**config.mk**
```make
export PLATFORM = sky130hd
export DESIGN_NAME = psrs_top
export DESIGN_NICKNAME = d
export VERILOG_FILES = /design/src/design/psrs_pkg.sv /design/src/design/psrs_dyn_mem.sv /design/src/design/psrs_clk_gen.sv /design/src/design/psrs_top.sv
export SDC_FILE = /design/constraint.sdc
export NUM_CORES = 1
export LEC_CHECK = 0
export BUFFER_PORTS_ARGS = -buffer_cell sky130_fd_sc_hd__buf_4
export CAP_MARGIN = 15
export CORE_UTILIZATION = 57
export CTS_CLUSTER_DIAMETER = 50
export CTS_CLUSTER_SIZE = 16
export DETAILED_ROUTE_END_ITERATION = 16
export PLACE_DENSITY = 0.76
export SETUP_SLACK_MARGIN = 0.05
export SLEW_MARGIN = 20
export SYNTH_ARGS = -nofsm -noshare
export SYNTH_HDL_FRONTEND = slang
export SYNTH_HIERARCHICAL = 1
export SYNTH_SLANG_ARGS = --single-unit
```
**constraint.sdc**
```tcl
create_clock -name ref_clk_i -period 9.49 [get_ports ref_clk_i]
set_input_delay 0 -clock ref_clk_i [delete_from_list [all_inputs] [get_ports ref_clk_i]]
set_output_delay 0 -clock ref_clk_i [all_outputs]
set_load 0.05 [all_outputs]
```
**src/design/psrs_pkg.sv**
```systemverilog
// Purpose: Shared constants and types for the PHY state and register space block.
// Assumes: 8-bit address and data on the serial management line.
// Notes: The interface clock is ref_clk_i divided by four.
package psrs_pkg;
  localparam int ADDR_W = 8;
  localparam int DATA_W = 8;
  localparam int DYN_AW = 5;
  localparam int DYN_DEPTH = 32;
  localparam logic [7:0] DYN_LAST = 8'h1f;
  localparam logic [7:0] STATIC_LAST = 8'h7f;
  localparam logic [7:0] ADDR_STATE_REQ = 8'h00;
  localparam logic [7:0] ADDR_STATE_STAT = 8'h01;
  localparam logic [7:0] ADDR_REGDOM_0 = 8'h20;
  localparam logic [7:0] ADDR_REGDOM_1 = 8'h21;
  localparam logic [7:0] ADDR_RATE_0 = 8'h22;
  localparam logic [7:0] ADDR_RATE_1 = 8'h23;
  localparam logic [7:0] ADDR_CHAN = 8'h24;
  localparam logic [2:0] REGDOM_RSVD = 3'h0;
  localparam logic [7:0] REGDOM_HI_RSVD = 8'h00;
  localparam logic [15:0] RATE_VALID_MASK = 16'h03ed;
  localparam logic [7:0] READ_ZERO = 8'h00;
  localparam logic [2:0] CODE_RESET = 3'h0;
  localparam logic [2:0] CODE_SLEEP = 3'h1;
  localparam logic [2:0] CODE_STANDBY = 3'h2;
  localparam logic [2:0] CODE_READY = 3'h3;
  localparam logic [2:0] CODE_TX = 3'h4;
  localparam logic [2:0] CODE_RX = 3'h5;
  localparam logic [3:0] STAT_RSVD = 4'h0;
  localparam logic [1:0] PH_RISE = 2'h0;
  localparam logic [1:0] PH_FALL = 2'h2;
  localparam logic [1:0] PH_SAMPLE = 2'h3;
  localparam logic [2:0] BIT_LAST = 3'h7;
  localparam int SYNC_STOP = 0;
  localparam int SYNC_WAKE = 1;
  localparam int SYNC_SD = 2;

  typedef enum logic [2:0] {PS_RESET, PS_SLEEP, PS_STANDBY, PS_READY, PS_TX, PS_RX}
    psrs_state_type;
  typedef enum logic [2:0] {SM_IDLE, SM_RW, SM_ADDR, SM_WDATA, SM_TURN, SM_RDATA}
    psrs_ser_type;
  typedef enum logic [1:0] {RG_DYN, RG_STATIC, RG_VENDOR} psrs_region_type;
  typedef struct packed {
    logic en;
    logic [DYN_AW-1:0] addr;
    logic [DATA_W-1:0] data;
  } psrs_wr_type;
  typedef struct packed {
    logic rise;
    logic sample;
  } psrs_tick_type;
endpackage

```
**src/design/psrs_dyn_mem.sv**
```systemverilog
// Purpose: Dynamic register storage, 32 bytes, registered read.
// Assumes: One write and one read port, both on the block clock.
// Notes: All bytes clear to zero on reset.
`timescale 1ns/1ps
module psrs_dyn_mem (
  input wire logic clk_i,
  input wire logic rst_n_i,
  input wire psrs_pkg::psrs_wr_type wr_i,
  input wire logic [psrs_pkg::DYN_AW-1:0] rd_addr_i,
  output logic [psrs_pkg::DATA_W-1:0] rd_data_o
);
  typedef struct packed {
    logic [psrs_pkg::DYN_DEPTH-1:0][psrs_pkg::DATA_W-1:0] mem;
    logic [psrs_pkg::DATA_W-1:0] rdata;
  } psrs_mem_type;

  psrs_mem_type cur;
  psrs_mem_type next_cur;

  always_comb
  begin
    next_cur = cur;
    if (wr_i.en)
    begin
      next_cur.mem[wr_i.addr] = wr_i.data;
    end
    next_cur.rdata = cur.mem[rd_addr_i];
  end

  always_ff @(posedge clk_i or negedge rst_n_i)
  begin
    if (!rst_n_i)
      cur <= '0;
    else
      cur <= next_cur;
  end

  assign rd_data_o = cur.rdata;
endmodule

```
**src/design/psrs_clk_gen.sv**
```systemverilog
// Purpose: Interface clock divider with run and drive control.
// Assumes: ref_clk_i divided by four, pclk high in phases 0 and 1.
// Notes: Stops low; the sample tick needs a rise first so a restart is clean.
`timescale 1ns/1ps
module psrs_clk_gen (
  input wire logic clk_i,
  input wire logic rst_n_i,
  input wire logic run_i,
  input wire logic drive_i,
  output logic pclk_o,
  output logic pclk_oe_o,
  output psrs_pkg::psrs_tick_type tick_o
);
  typedef struct packed {
    logic [1:0] phase;
    logic pclk;
    logic oe;
    logic live;
  } psrs_cg_type;

  psrs_cg_type cur;
  psrs_cg_type next_cur;

  always_comb
  begin
    next_cur = cur;
    next_cur.oe = drive_i;
    if (run_i)
    begin
      next_cur.phase = cur.phase + 2'h1;
      next_cur.pclk = (next_cur.phase < psrs_pkg::PH_FALL);
      next_cur.live = cur.live | cur.pclk;
    end
    else
    begin
      next_cur.phase = psrs_pkg::PH_SAMPLE;
      next_cur.pclk = 1'h0;
      next_cur.live = 1'h0;
    end
  end

  always_ff @(posedge clk_i or negedge rst_n_i)
  begin
    if (!rst_n_i)
    begin
      cur.phase <= psrs_pkg::PH_SAMPLE;
      cur.pclk <= 1'h0;
      cur.oe <= 1'h0;
      cur.live <= 1'h0;
    end
    else
      cur <= next_cur;
  end

  assign pclk_o = cur.pclk;
  assign pclk_oe_o = cur.oe;
  assign tick_o.rise = run_i & cur.pclk & (cur.phase == psrs_pkg::PH_RISE);
  assign tick_o.sample = run_i & cur.live & (cur.phase == psrs_pkg::PH_SAMPLE);
endmodule

```
**src/design/psrs_top.sv**
```systemverilog
// Purpose: PHY operational states, interface clock control and register space.
// Assumes: Serial management frames are sent on the PHY-supplied interface clock.
// Notes: Frame is start bit, read flag, 8 address bits, one turnaround bit on reads, then 8 data bits, MSB first.
//
// Functional notes
// - Reset returns all configuration to defaults; it acts asynchronously.
// - Sleep keeps the radio off and leaves the interface clock undriven.
// - Standby keeps radio off, clock running unless clock stop is requested.
// - Ready powers part of the radio and keeps the clock running.
// - Transmit enables transmit paths and radio transmit, clock running.
// - Receive enables receive paths and radio receive, clock running.
// - Dynamic parameters live in registers reachable over the management line.
// - Static parameters never change for a given device instance.
// - 256 registers of 8 bits, 8-bit address and 8-bit data.
// - Addresses 00 to 1F hex are the dynamic register region.
// - Addresses 20 to 7F hex are an optional static parameter region.
// - Addresses 80 to FF hex belong to vendor registers.
// - Regulatory domain flags sit in bits 7 to 3; the rest reads zero.
// - Data rate flags per rate in bits 0, 2, 3, 5 to 9; rest zero.
// - Channel count is reported as one static byte.
// - All management line traffic is synchronous to the interface clock.
`timescale 1ns/1ps
module psrs_top #(
  parameter logic STATIC_IMPL = 1'h1,
  parameter logic [4:0] REGDOM_FLAGS = 5'h1f,
  parameter logic [15:0] DATA_RATE_FLAGS = 16'hffff,
  parameter logic [7:0] CHANNEL_COUNT = 8'h01
) (
  input wire logic ref_clk_i,
  input wire logic rst_n_i,
  input wire logic clock_stop_request_i,
  input wire logic wake_request_i,
  input wire logic serial_data_i,
  output logic serial_data_o,
  output logic serial_data_oe_o,
  output logic pclk_o,
  output logic pclk_oe_o,
  output logic radio_partial_on_o,
  output logic tx_path_en_o,
  output logic rx_path_en_o,
  output logic [2:0] phy_state_o
);
  typedef struct packed {
    logic [2:0] sync1;
    logic [2:0] sync2;
    psrs_pkg::psrs_state_type phy;
    logic [2:0] req;
    psrs_pkg::psrs_ser_type ser;
    logic [2:0] cnt;
    logic is_read;
    logic [7:0] addr;
    logic [7:0] shreg;
    logic sd_o;
    logic sd_oe;
    psrs_pkg::psrs_wr_type wr;
    logic radio;
    logic tx;
    logic rx;
    logic [2:0] code;
  } psrs_top_type;

  psrs_top_type cur;
  psrs_top_type next_cur;
  logic [1:0] rst_pipe;
  logic rst_n;
  logic run;
  logic drive;
  logic [7:0] mem_rdata;
  logic [7:0] rd_data;
  psrs_pkg::psrs_tick_type tick;

  function automatic psrs_pkg::psrs_region_type region_of(input logic [7:0] a);
    if (a <= psrs_pkg::DYN_LAST)
      return psrs_pkg::RG_DYN;
    else if (a <= psrs_pkg::STATIC_LAST)
      return psrs_pkg::RG_STATIC;
    else
      return psrs_pkg::RG_VENDOR;
  endfunction

  function automatic logic [2:0] state_code(input psrs_pkg::psrs_state_type s);
    case (s)
      psrs_pkg::PS_RESET: return psrs_pkg::CODE_RESET;
      psrs_pkg::PS_SLEEP: return psrs_pkg::CODE_SLEEP;
      psrs_pkg::PS_STANDBY: return psrs_pkg::CODE_STANDBY;
      psrs_pkg::PS_READY: return psrs_pkg::CODE_READY;
      psrs_pkg::PS_TX: return psrs_pkg::CODE_TX;
      psrs_pkg::PS_RX: return psrs_pkg::CODE_RX;
      default: return psrs_pkg::CODE_RESET;
    endcase
  endfunction

  function automatic logic [7:0] static_value(input logic [7:0] a);
    logic [15:0] rates;
    rates = DATA_RATE_FLAGS & psrs_pkg::RATE_VALID_MASK;
    if (!STATIC_IMPL)
      return psrs_pkg::READ_ZERO;
    case (a)
      psrs_pkg::ADDR_REGDOM_0: return {REGDOM_FLAGS, psrs_pkg::REGDOM_RSVD};
      psrs_pkg::ADDR_REGDOM_1: return psrs_pkg::REGDOM_HI_RSVD;
      psrs_pkg::ADDR_RATE_0: return rates[7:0];
      psrs_pkg::ADDR_RATE_1: return rates[15:8];
      psrs_pkg::ADDR_CHAN: return CHANNEL_COUNT;
      default: return psrs_pkg::READ_ZERO;
    endcase
  endfunction

  // Reset enters at once, leaves synchronised to the block clock
  always_ff @(posedge ref_clk_i or negedge rst_n_i)
  begin
    if (!rst_n_i)
      rst_pipe <= 2'h0;
    else
      rst_pipe <= {rst_pipe[0], 1'h1};
  end
  assign rst_n = rst_pipe[1];

  // Clock stop only matters in standby; in other active states it is ignored
  assign run = (cur.phy != psrs_pkg::PS_RESET) && (cur.phy != psrs_pkg::PS_SLEEP) &&
    !((cur.phy == psrs_pkg::PS_STANDBY) && cur.sync2[psrs_pkg::SYNC_STOP]);
  assign drive = (cur.phy != psrs_pkg::PS_SLEEP);

  psrs_clk_gen u_clk_gen (
    .clk_i(ref_clk_i),
    .rst_n_i(rst_n),
    .run_i(run),
    .drive_i(drive),
    .pclk_o(pclk_o),
    .pclk_oe_o(pclk_oe_o),
    .tick_o(tick)
  );

  psrs_dyn_mem u_dyn_mem (
    .clk_i(ref_clk_i),
    .rst_n_i(rst_n),
    .wr_i(cur.wr),
    .rd_addr_i(cur.addr[psrs_pkg::DYN_AW-1:0]),
    .rd_data_o(mem_rdata)
  );

  // Read mux over the whole 256-byte space
  always_comb
  begin
    case (region_of(cur.addr))
      psrs_pkg::RG_DYN:
      begin
        if (cur.addr == psrs_pkg::ADDR_STATE_REQ)
          rd_data = {5'h00, cur.req};
        else if (cur.addr == psrs_pkg::ADDR_STATE_STAT)
          rd_data = {psrs_pkg::STAT_RSVD, cur.sync2[psrs_pkg::SYNC_STOP], cur.code};
        else
          rd_data = mem_rdata;
      end
      psrs_pkg::RG_STATIC: rd_data = static_value(cur.addr);
      default: rd_data = psrs_pkg::READ_ZERO;
    endcase
  end

  always_comb
  begin
    next_cur = cur;
    next_cur.sync1 = {serial_data_i, wake_request_i, clock_stop_request_i};
    next_cur.sync2 = cur.sync1;
    next_cur.wr.en = 1'h0;

    // Operational state sequencing
    case (cur.phy)
      psrs_pkg::PS_RESET: next_cur.phy = psrs_pkg::PS_STANDBY;
      psrs_pkg::PS_SLEEP:
      begin
        // No interface clock here, so a pin is the only way back out
        if (cur.sync2[psrs_pkg::SYNC_WAKE])
        begin
          next_cur.phy = psrs_pkg::PS_STANDBY;
          next_cur.req = psrs_pkg::CODE_STANDBY;
        end
      end
      default:
      begin
        case (cur.req)
          psrs_pkg::CODE_SLEEP: next_cur.phy = psrs_pkg::PS_SLEEP;
          psrs_pkg::CODE_STANDBY: next_cur.phy = psrs_pkg::PS_STANDBY;
          psrs_pkg::CODE_READY: next_cur.phy = psrs_pkg::PS_READY;
          psrs_pkg::CODE_TX: next_cur.phy = psrs_pkg::PS_TX;
          psrs_pkg::CODE_RX: next_cur.phy = psrs_pkg::PS_RX;
          default: next_cur.phy = cur.phy;
        endcase
      end
    endcase

    // Management frame; every step waits on an interface clock tick
    case (cur.ser)
      psrs_pkg::SM_IDLE:
      begin
        if (tick.sample && cur.sync2[psrs_pkg::SYNC_SD])
          next_cur.ser = psrs_pkg::SM_RW;
      end
      psrs_pkg::SM_RW:
      begin
        if (tick.sample)
        begin
          next_cur.is_read = cur.sync2[psrs_pkg::SYNC_SD];
          next_cur.cnt = psrs_pkg::BIT_LAST;
          next_cur.ser = psrs_pkg::SM_ADDR;
        end
      end
      psrs_pkg::SM_ADDR:
      begin
        if (tick.sample)
        begin
          next_cur.addr = {cur.addr[6:0], cur.sync2[psrs_pkg::SYNC_SD]};
          next_cur.cnt = cur.cnt - 3'h1;
          if (cur.cnt == 3'h0)
          begin
            next_cur.cnt = psrs_pkg::BIT_LAST;
            next_cur.ser = cur.is_read ? psrs_pkg::SM_TURN : psrs_pkg::SM_WDATA;
          end
        end
      end
      psrs_pkg::SM_WDATA:
      begin
        if (tick.sample)
        begin
          next_cur.shreg = {cur.shreg[6:0], cur.sync2[psrs_pkg::SYNC_SD]};
          next_cur.cnt = cur.cnt - 3'h1;
          if (cur.cnt == 3'h0)
          begin
            next_cur.ser = psrs_pkg::SM_IDLE;
            // Static and vendor writes are dropped on purpose
            if (cur.addr == psrs_pkg::ADDR_STATE_REQ)
              next_cur.req = next_cur.shreg[2:0];
            else if (region_of(cur.addr) == psrs_pkg::RG_DYN &&
              cur.addr != psrs_pkg::ADDR_STATE_STAT)
            begin
              next_cur.wr.en = 1'h1;
              next_cur.wr.addr = cur.addr[psrs_pkg::DYN_AW-1:0];
              next_cur.wr.data = next_cur.shreg;
            end
          end
        end
      end
      psrs_pkg::SM_TURN:
      begin
        // One idle bit lets the MAC release the line and the read data settle
        if (tick.sample)
          next_cur.ser = psrs_pkg::SM_RDATA;
      end
      psrs_pkg::SM_RDATA:
      begin
        if (tick.rise)
        begin
          if (!cur.sd_oe)
          begin
            next_cur.sd_oe = 1'h1;
            next_cur.sd_o = rd_data[7];
            next_cur.shreg = {rd_data[6:0], 1'h0};
            next_cur.cnt = psrs_pkg::BIT_LAST;
          end
          else if (cur.cnt == 3'h0)
          begin
            next_cur.sd_oe = 1'h0;
            next_cur.sd_o = 1'h0;
            next_cur.ser = psrs_pkg::SM_IDLE;
          end
          else
          begin
            next_cur.sd_o = cur.shreg[7];
            next_cur.shreg = {cur.shreg[6:0], 1'h0};
            next_cur.cnt = cur.cnt - 3'h1;
          end
        end
      end
      default: next_cur.ser = psrs_pkg::SM_IDLE;
    endcase

    // A frame cut off by sleep would never finish; drop it and free the line
    if (next_cur.phy == psrs_pkg::PS_SLEEP)
    begin
      next_cur.ser = psrs_pkg::SM_IDLE;
      next_cur.sd_oe = 1'h0;
      next_cur.sd_o = 1'h0;
    end

    next_cur.radio = (next_cur.phy == psrs_pkg::PS_READY) ||
      (next_cur.phy == psrs_pkg::PS_TX) || (next_cur.phy == psrs_pkg::PS_RX);
    next_cur.tx = (next_cur.phy == psrs_pkg::PS_TX);
    next_cur.rx = (next_cur.phy == psrs_pkg::PS_RX);
    next_cur.code = state_code(next_cur.phy);
  end

  always_ff @(posedge ref_clk_i or negedge rst_n)
  begin
    if (!rst_n)
    begin
      cur <= '0;
      cur.phy <= psrs_pkg::PS_RESET;
      cur.req <= psrs_pkg::CODE_STANDBY;
      cur.ser <= psrs_pkg::SM_IDLE;
      cur.code <= psrs_pkg::CODE_RESET;
    end
    else
      cur <= next_cur;
  end

  assign serial_data_o = cur.sd_o;
  assign serial_data_oe_o = cur.sd_oe;
  assign radio_partial_on_o = cur.radio;
  assign tx_path_en_o = cur.tx;
  assign rx_path_en_o = cur.rx;
  assign phy_state_o = cur.code;
endmodule

```
### Yosys cells after proc, flatten, opt, wreduce, memory -nomap -nowiden

Cells that the tools add are included.

| word-level totals | value |
|---|---|
| register bits after elaboration | 328 |
| bits of input ports | 5 |
| output and inout port bits | 10 |
| word-level logic and storage cells | 193 |

| cells by class | value |
|---|---|
| add/sub/neg operators | 2 |
| order comparisons | 6 |
| equality and inequality tests | 41 |
| multiplexer cells | 54 |
| bitwise logic cells | 6 |
| reductions and logical operators | 28 |

Operators by type and width:

| cell | number |
|---|---|
| 256-bit bitwise mux | 1 |
| 14-bit 2-to-1 mux | 5 |
| 8-bit 2-to-1 mux | 6 |
| 8-bit binary-select mux with 5-bit select | 1 |
| 8-bit demux with 5-bit select | 1 |
| 3-bit 2-to-1 mux | 12 |
| 3-bit != test (second input constant) | 11 |
| 8-bit by 6-bit == test with 1-bit output (second input constant) | 4 |
| 8-bit one-hot mux with 2 select lines | 2 |
| 8-bit one-hot mux with 4 select lines | 1 |
| 6-bit 2-to-1 mux | 5 |
| 3-bit one-hot mux with 5 select lines | 2 |
| 3-bit by 2-bit == test with 1-bit output (second input constant) | 7 |
| 10-bit 2-to-1 mux | 2 |
| 3-bit == test (second input constant) | 6 |
| 3-bit one-hot mux with 6 select lines | 1 |
| 2-bit 2-to-1 mux | 8 |
| 3-bit by 1-bit == test with 1-bit output (second input constant) | 4 |
| 5-bit by 6-bit < comparator with 1-bit output (second input constant) | 2 |
| 3-bit one-hot mux with 4 select lines | 1 |
| 10-bit AND reduction | 1 |
| 3-bit logical NOT | 3 |
| 9-bit 2-to-1 mux | 1 |
| 8-bit by 1-bit == test with 1-bit output (second input constant) | 1 |
| other kinds (29) | 49 |

### Depth between registers and ports, before layout

| logic depth | value |
|---|---|
| depth after elaboration | 15 |
| mapped depth | 9 |
| gate-level depth less buffers | 8 |

### Cells and area by module

The synthesis kept the hierarchy.

By module, submodules not included:

| module | times used | cells an instance | area an instance (um^2) | seq. area each (um^2) |
|---|---|---|---|---|
| psrs_dyn_mem | 1 | 715 | 11,908.9 | 6,606.3 |
| psrs_top | 1 | 271 | 2,970.3 | 1,477.7 |
| psrs_clk_gen | 1 | 15 | 196.4 | 127.6 |

### Least setup slack after synthesis

OpenSTA, ideal clock, no wires.

| path | value |
|---|---|
| kind | reg-to-reg |
| start point | reg, netlist name cur[51] |
| end point | reg, netlist name cur[12] |
| setup time | 125 ps |
| data arrival time | 2,114 ps |
| data required time | 9,365 ps |
| slack | 7,251 ps |
| stages on the path, launching flop included | 10 |
| buffers on the path | 2 |
| period minus slack after synthesis | 2,239 ps |
| path through | dfrtp_1 > nor2b_1 > o21ai_0 > and3_1 > and2_1 > and3_1 > and2_1 > buf_6 > buf_12 > mux2_4 |

==> metrics.csv <==
metric;value;unit
min_period;3.29;ns
cts-root-buf;clkbuf_16;
swShare;22.9;%
hp-class;in -> reg;
dieWidth;165;microns
dp.cells;1284;
h-tree-depth;1;
setup_violations;0;
dp_hpwl;19.2;mm
p_clk_share;44.6;%
drv_slew;0;
async_flop_share;100;%
final_cells;1345;
power.density;169;mW/mm^2
synth_edf_count;0;
p_seq_share;51.8;%
chipHeight;165;microns
die_area;0.0271;sq mm
clock-sinks;328;
max_freq;0.304;GHz
cts_tree;yes;
crit_path_cell_trace;buf_4 > nor4_4 > nor2_2 > and2_1 > mux2_2;
worstPathMaxFanout;42;
rsz0062_at_grt;false;
grt_max_degree;82;
syn_inst;1001;
p_switching;631;uW
hold_viol_final;0;
syn-num-nets;1012;
port_buffers;14;
synth_compound_area_share;2.81;%
grt_pass1_vias;8590;
max_slew.worst_pin.slew;1.19;ns
drtIter0Drc;573;
ant_nets;0;
num_antenna_cells;0;
cpMaxStageDelayCell;dfrtp_4;
mostFrequentLayoutCell;dfrtp_1;
maxSlewHeadroom;20.2;%
worstSkewPairLatency;0.57;ns
synth_top_family_by_area;multiplexers;
grt_usage;24.9;%
placedInstanceArea;0.0153;sq mm
fin_area;0.0164;sq mm
hold_start;serial_data_i;
crit_type;reg -> reg;
pwr-share-comb;3.6;%
worstReg2RegEnd;cur[10]$_DFFE_PN0P_;
yosys_register_bits;328;
synthSimpleGateAreaFrac;5.07;%
layout-drive-gt1-share;46.3;%
wl_per_cell;23.5;microns
p_int;2.13;mW
core-area;0.0260;sq mm
via_per_inst;6.22;
whs_endpoint;cur[56]$_DFF_PN0_;
rows;59;
synth_adder_area_share;0.564;%
reg2reg_from;cur[31]$_DFFE_PN0P_;
r2r_cells;5;
final_nets;998;
grt_first_pass_wirelength;50.4;mm
worstSetupEndpointType;register;
synthXorXnorAreaFrac;0;%
cts_made_buffers;30;
synth_mux_area_share;33.9;%
fin_setup_tns;0;ns
ir_worst_vdd;0.166;mV
vias;8366;
antenna_found_initial;0;
io_pins;15;
postSynthAreaPerCell;15.1;sq um
yosys_warnings;6;
worst_clock_skew;0.0245;ns
ys_seq_area_share;54.5;%
crit_path_start_kind;register;
slowest_delay;0.87;ns
wl;31.5;mm
first_pass_iters;5;
start_util;58.0;%
route.detailed.drc;0;
yosys.cell_types.count;59;
grt-ovfl-total;0;
status;finished, final reports clean;
place.gp.congestion;0.844;
synth_ff_type;dfrtp_1;
hold_depth;2;
layout_common_cells;318 x dfrtp_1, 278 x mux2_2, 80 x mux4_2, 37 x nand2_1, 31 x clkbuf_16;
worst-r2r-setup-slack;6.20;ns
clkTransAtPathRegs;0.07;ns
ctsResizeCount;0;
area_delta_synth_final;8.63;%
leakagePower;7.67;nW
arrival;3.74;ns
clk_path_buf_depth;3;
worstPathRequired;9.93;ns
cap_violations;0;
syn_area;0.0151;sq mm
finalCritPeriodShare;34.7;%
-- logic make-up after synthesis --
kind of cell / Yosys count
simple gates: 138
fa+ha+maj: 7
other cells: 1
flops: 328
compound gates: 63
buf+inv: 92
mux: 372
-- critical path, delay by kind of cell (launching register included) --
family                 cells  cell delay (ns)
DFF                        1             0.87
muxes                      1             0.42
and+or+nand+nor            3             1.11
buffers and inverters      1             0.73
-- power groups by stage --
stage          clock network, mW  registers, mW  logic [mW]
5_1_grt                     1.31           1.43       0.115
2_1_floorplan                  0           1.47      0.0575
3_5_place_dp                   0           1.46      0.0968
4_1_cts                     1.26           1.43      0.0992
3_3_place_gp                   0           1.46      0.0941
6_report                    1.23           1.43      0.0988
-- synthesized netlist by cell type (3+ instances only) --
master    number  area share (%)
nor2b_1        8            0.33
mux4_2        80              12
buf_6          5            0.37
buf_2          6            0.20
inv_1         17            0.42
nor2_2         5            0.21
ha_1           6            0.50
a21oi_1       19            0.63
nor3b_1        6            0.30
dfrtp_1      325              54
mux2i_1        5            0.33
a31oi_1        4            0.17
nand2_1       37            0.92
nand2b_1       4            0.17
a22oi_1        4            0.20
o21a_1         4            0.20
dfstp_2        3            0.52
and3_1         6            0.25
or3_1          4            0.17
and2_1         3            0.12
o21ai_0       10            0.33
nor3_1         5            0.17
nand3_1        7            0.23
nor2_1        30            0.75
buf_1          5            0.12
o22a_1         4            0.23
and3b_1        3            0.17
nand3b_1       8            0.40
mux2_2       278              21
mux2_4         9            0.90
clkbuf_1      41             1.0
buf_4         17            0.85
-- routing by layer --
layer / share of wire, % / vias to the layer above / GRT usage, %
met2: 48 / 186 / 39.3
met5: 0 / - / 0
met4: 2.0 / 0 / 5.80
li1: - / 3656 / -
met3: 5.0 / 43 / 3.92
met1: 45 / 4481 / 36.6
-- state kept, by name, summed over array words and instances, names as in the netlist --
| register | count |
|---|---|
| u_dyn_mem/cur | 256 |
| cur | 49 |
| u_dyn_mem/rd_data_o | 8 |
| phy_state_o | 3 |
| u_clk_gen/cur | 3 |
| rst_pipe | 2 |
| radio_partial_on_o | 1 |
| rx_path_en_o | 1 |
| serial_data_o | 1 |
| serial_data_oe_o | 1 |
| tx_path_en_o | 1 |
| u_clk_gen/pclk_o | 1 |
| u_clk_gen/pclk_oe_o | 1 |
-- layout make-up --
type	count	area (sq um)
sequential	328	8230
tap	335	419
timing repair buffer	29	250
fill	1878	9610
clock inverter	16	181
multi-input combinational	581	6400
clock buffer	39	836
inverter	17	63.8
-- worst max-delay path by stage --
| stage | startpoint | to | depth (start not counted) | slack [ns] |
|---|---|---|---|---|
| floorplan | rst_pipe[1]$_DFF_PN0_ | cur[10]$_DFFE_PN0P_ | 0 | 4.13 |
| global placement | cur[31]$_DFFE_PN0P_ | cur[11]$_DFFE_PN0P_ | 5 | 6.22 |
| detailed placement | cur[31]$_DFFE_PN0P_ | cur[10]$_DFFE_PN0P_ | 5 | 6.14 |
| CTS | cur[31]$_DFFE_PN0P_ | cur[10]$_DFFE_PN0P_ | 5 | 6.13 |
| global route | cur[31]$_DFFE_PN0P_ | cur[10]$_DFFE_PN0P_ | 5 | 5.90 |
| finish | cur[31]$_DFFE_PN0P_ | cur[10]$_DFFE_PN0P_ | 5 | 6.20 |
-- metrics by stage --
stage | setup WS, ns | util (%) | total power, mW | hold slack, ns
6_report | 6.20 | 63.0 | 2.76 | 0.0805
5_1_grt | 5.90 | 63.0 | 2.86 | 0.0943
4_1_cts | 6.13 | 62.9 | 2.79 | 0.0626
3_5_place_dp | 6.14 | 58.8 | 1.55 | -0.216
3_3_place_gp | 6.22 | 58.8 | 1.55 | -0.217
2_1_floorplan | 4.13 | - | 1.53 | -0.296
-- timing repair --
action,CTS,global route
buffers inserted,0,0
hold buffers,5,0
hold endpoints to repair,5,0
Note: power is estimated with default switching activity, not from simulation.
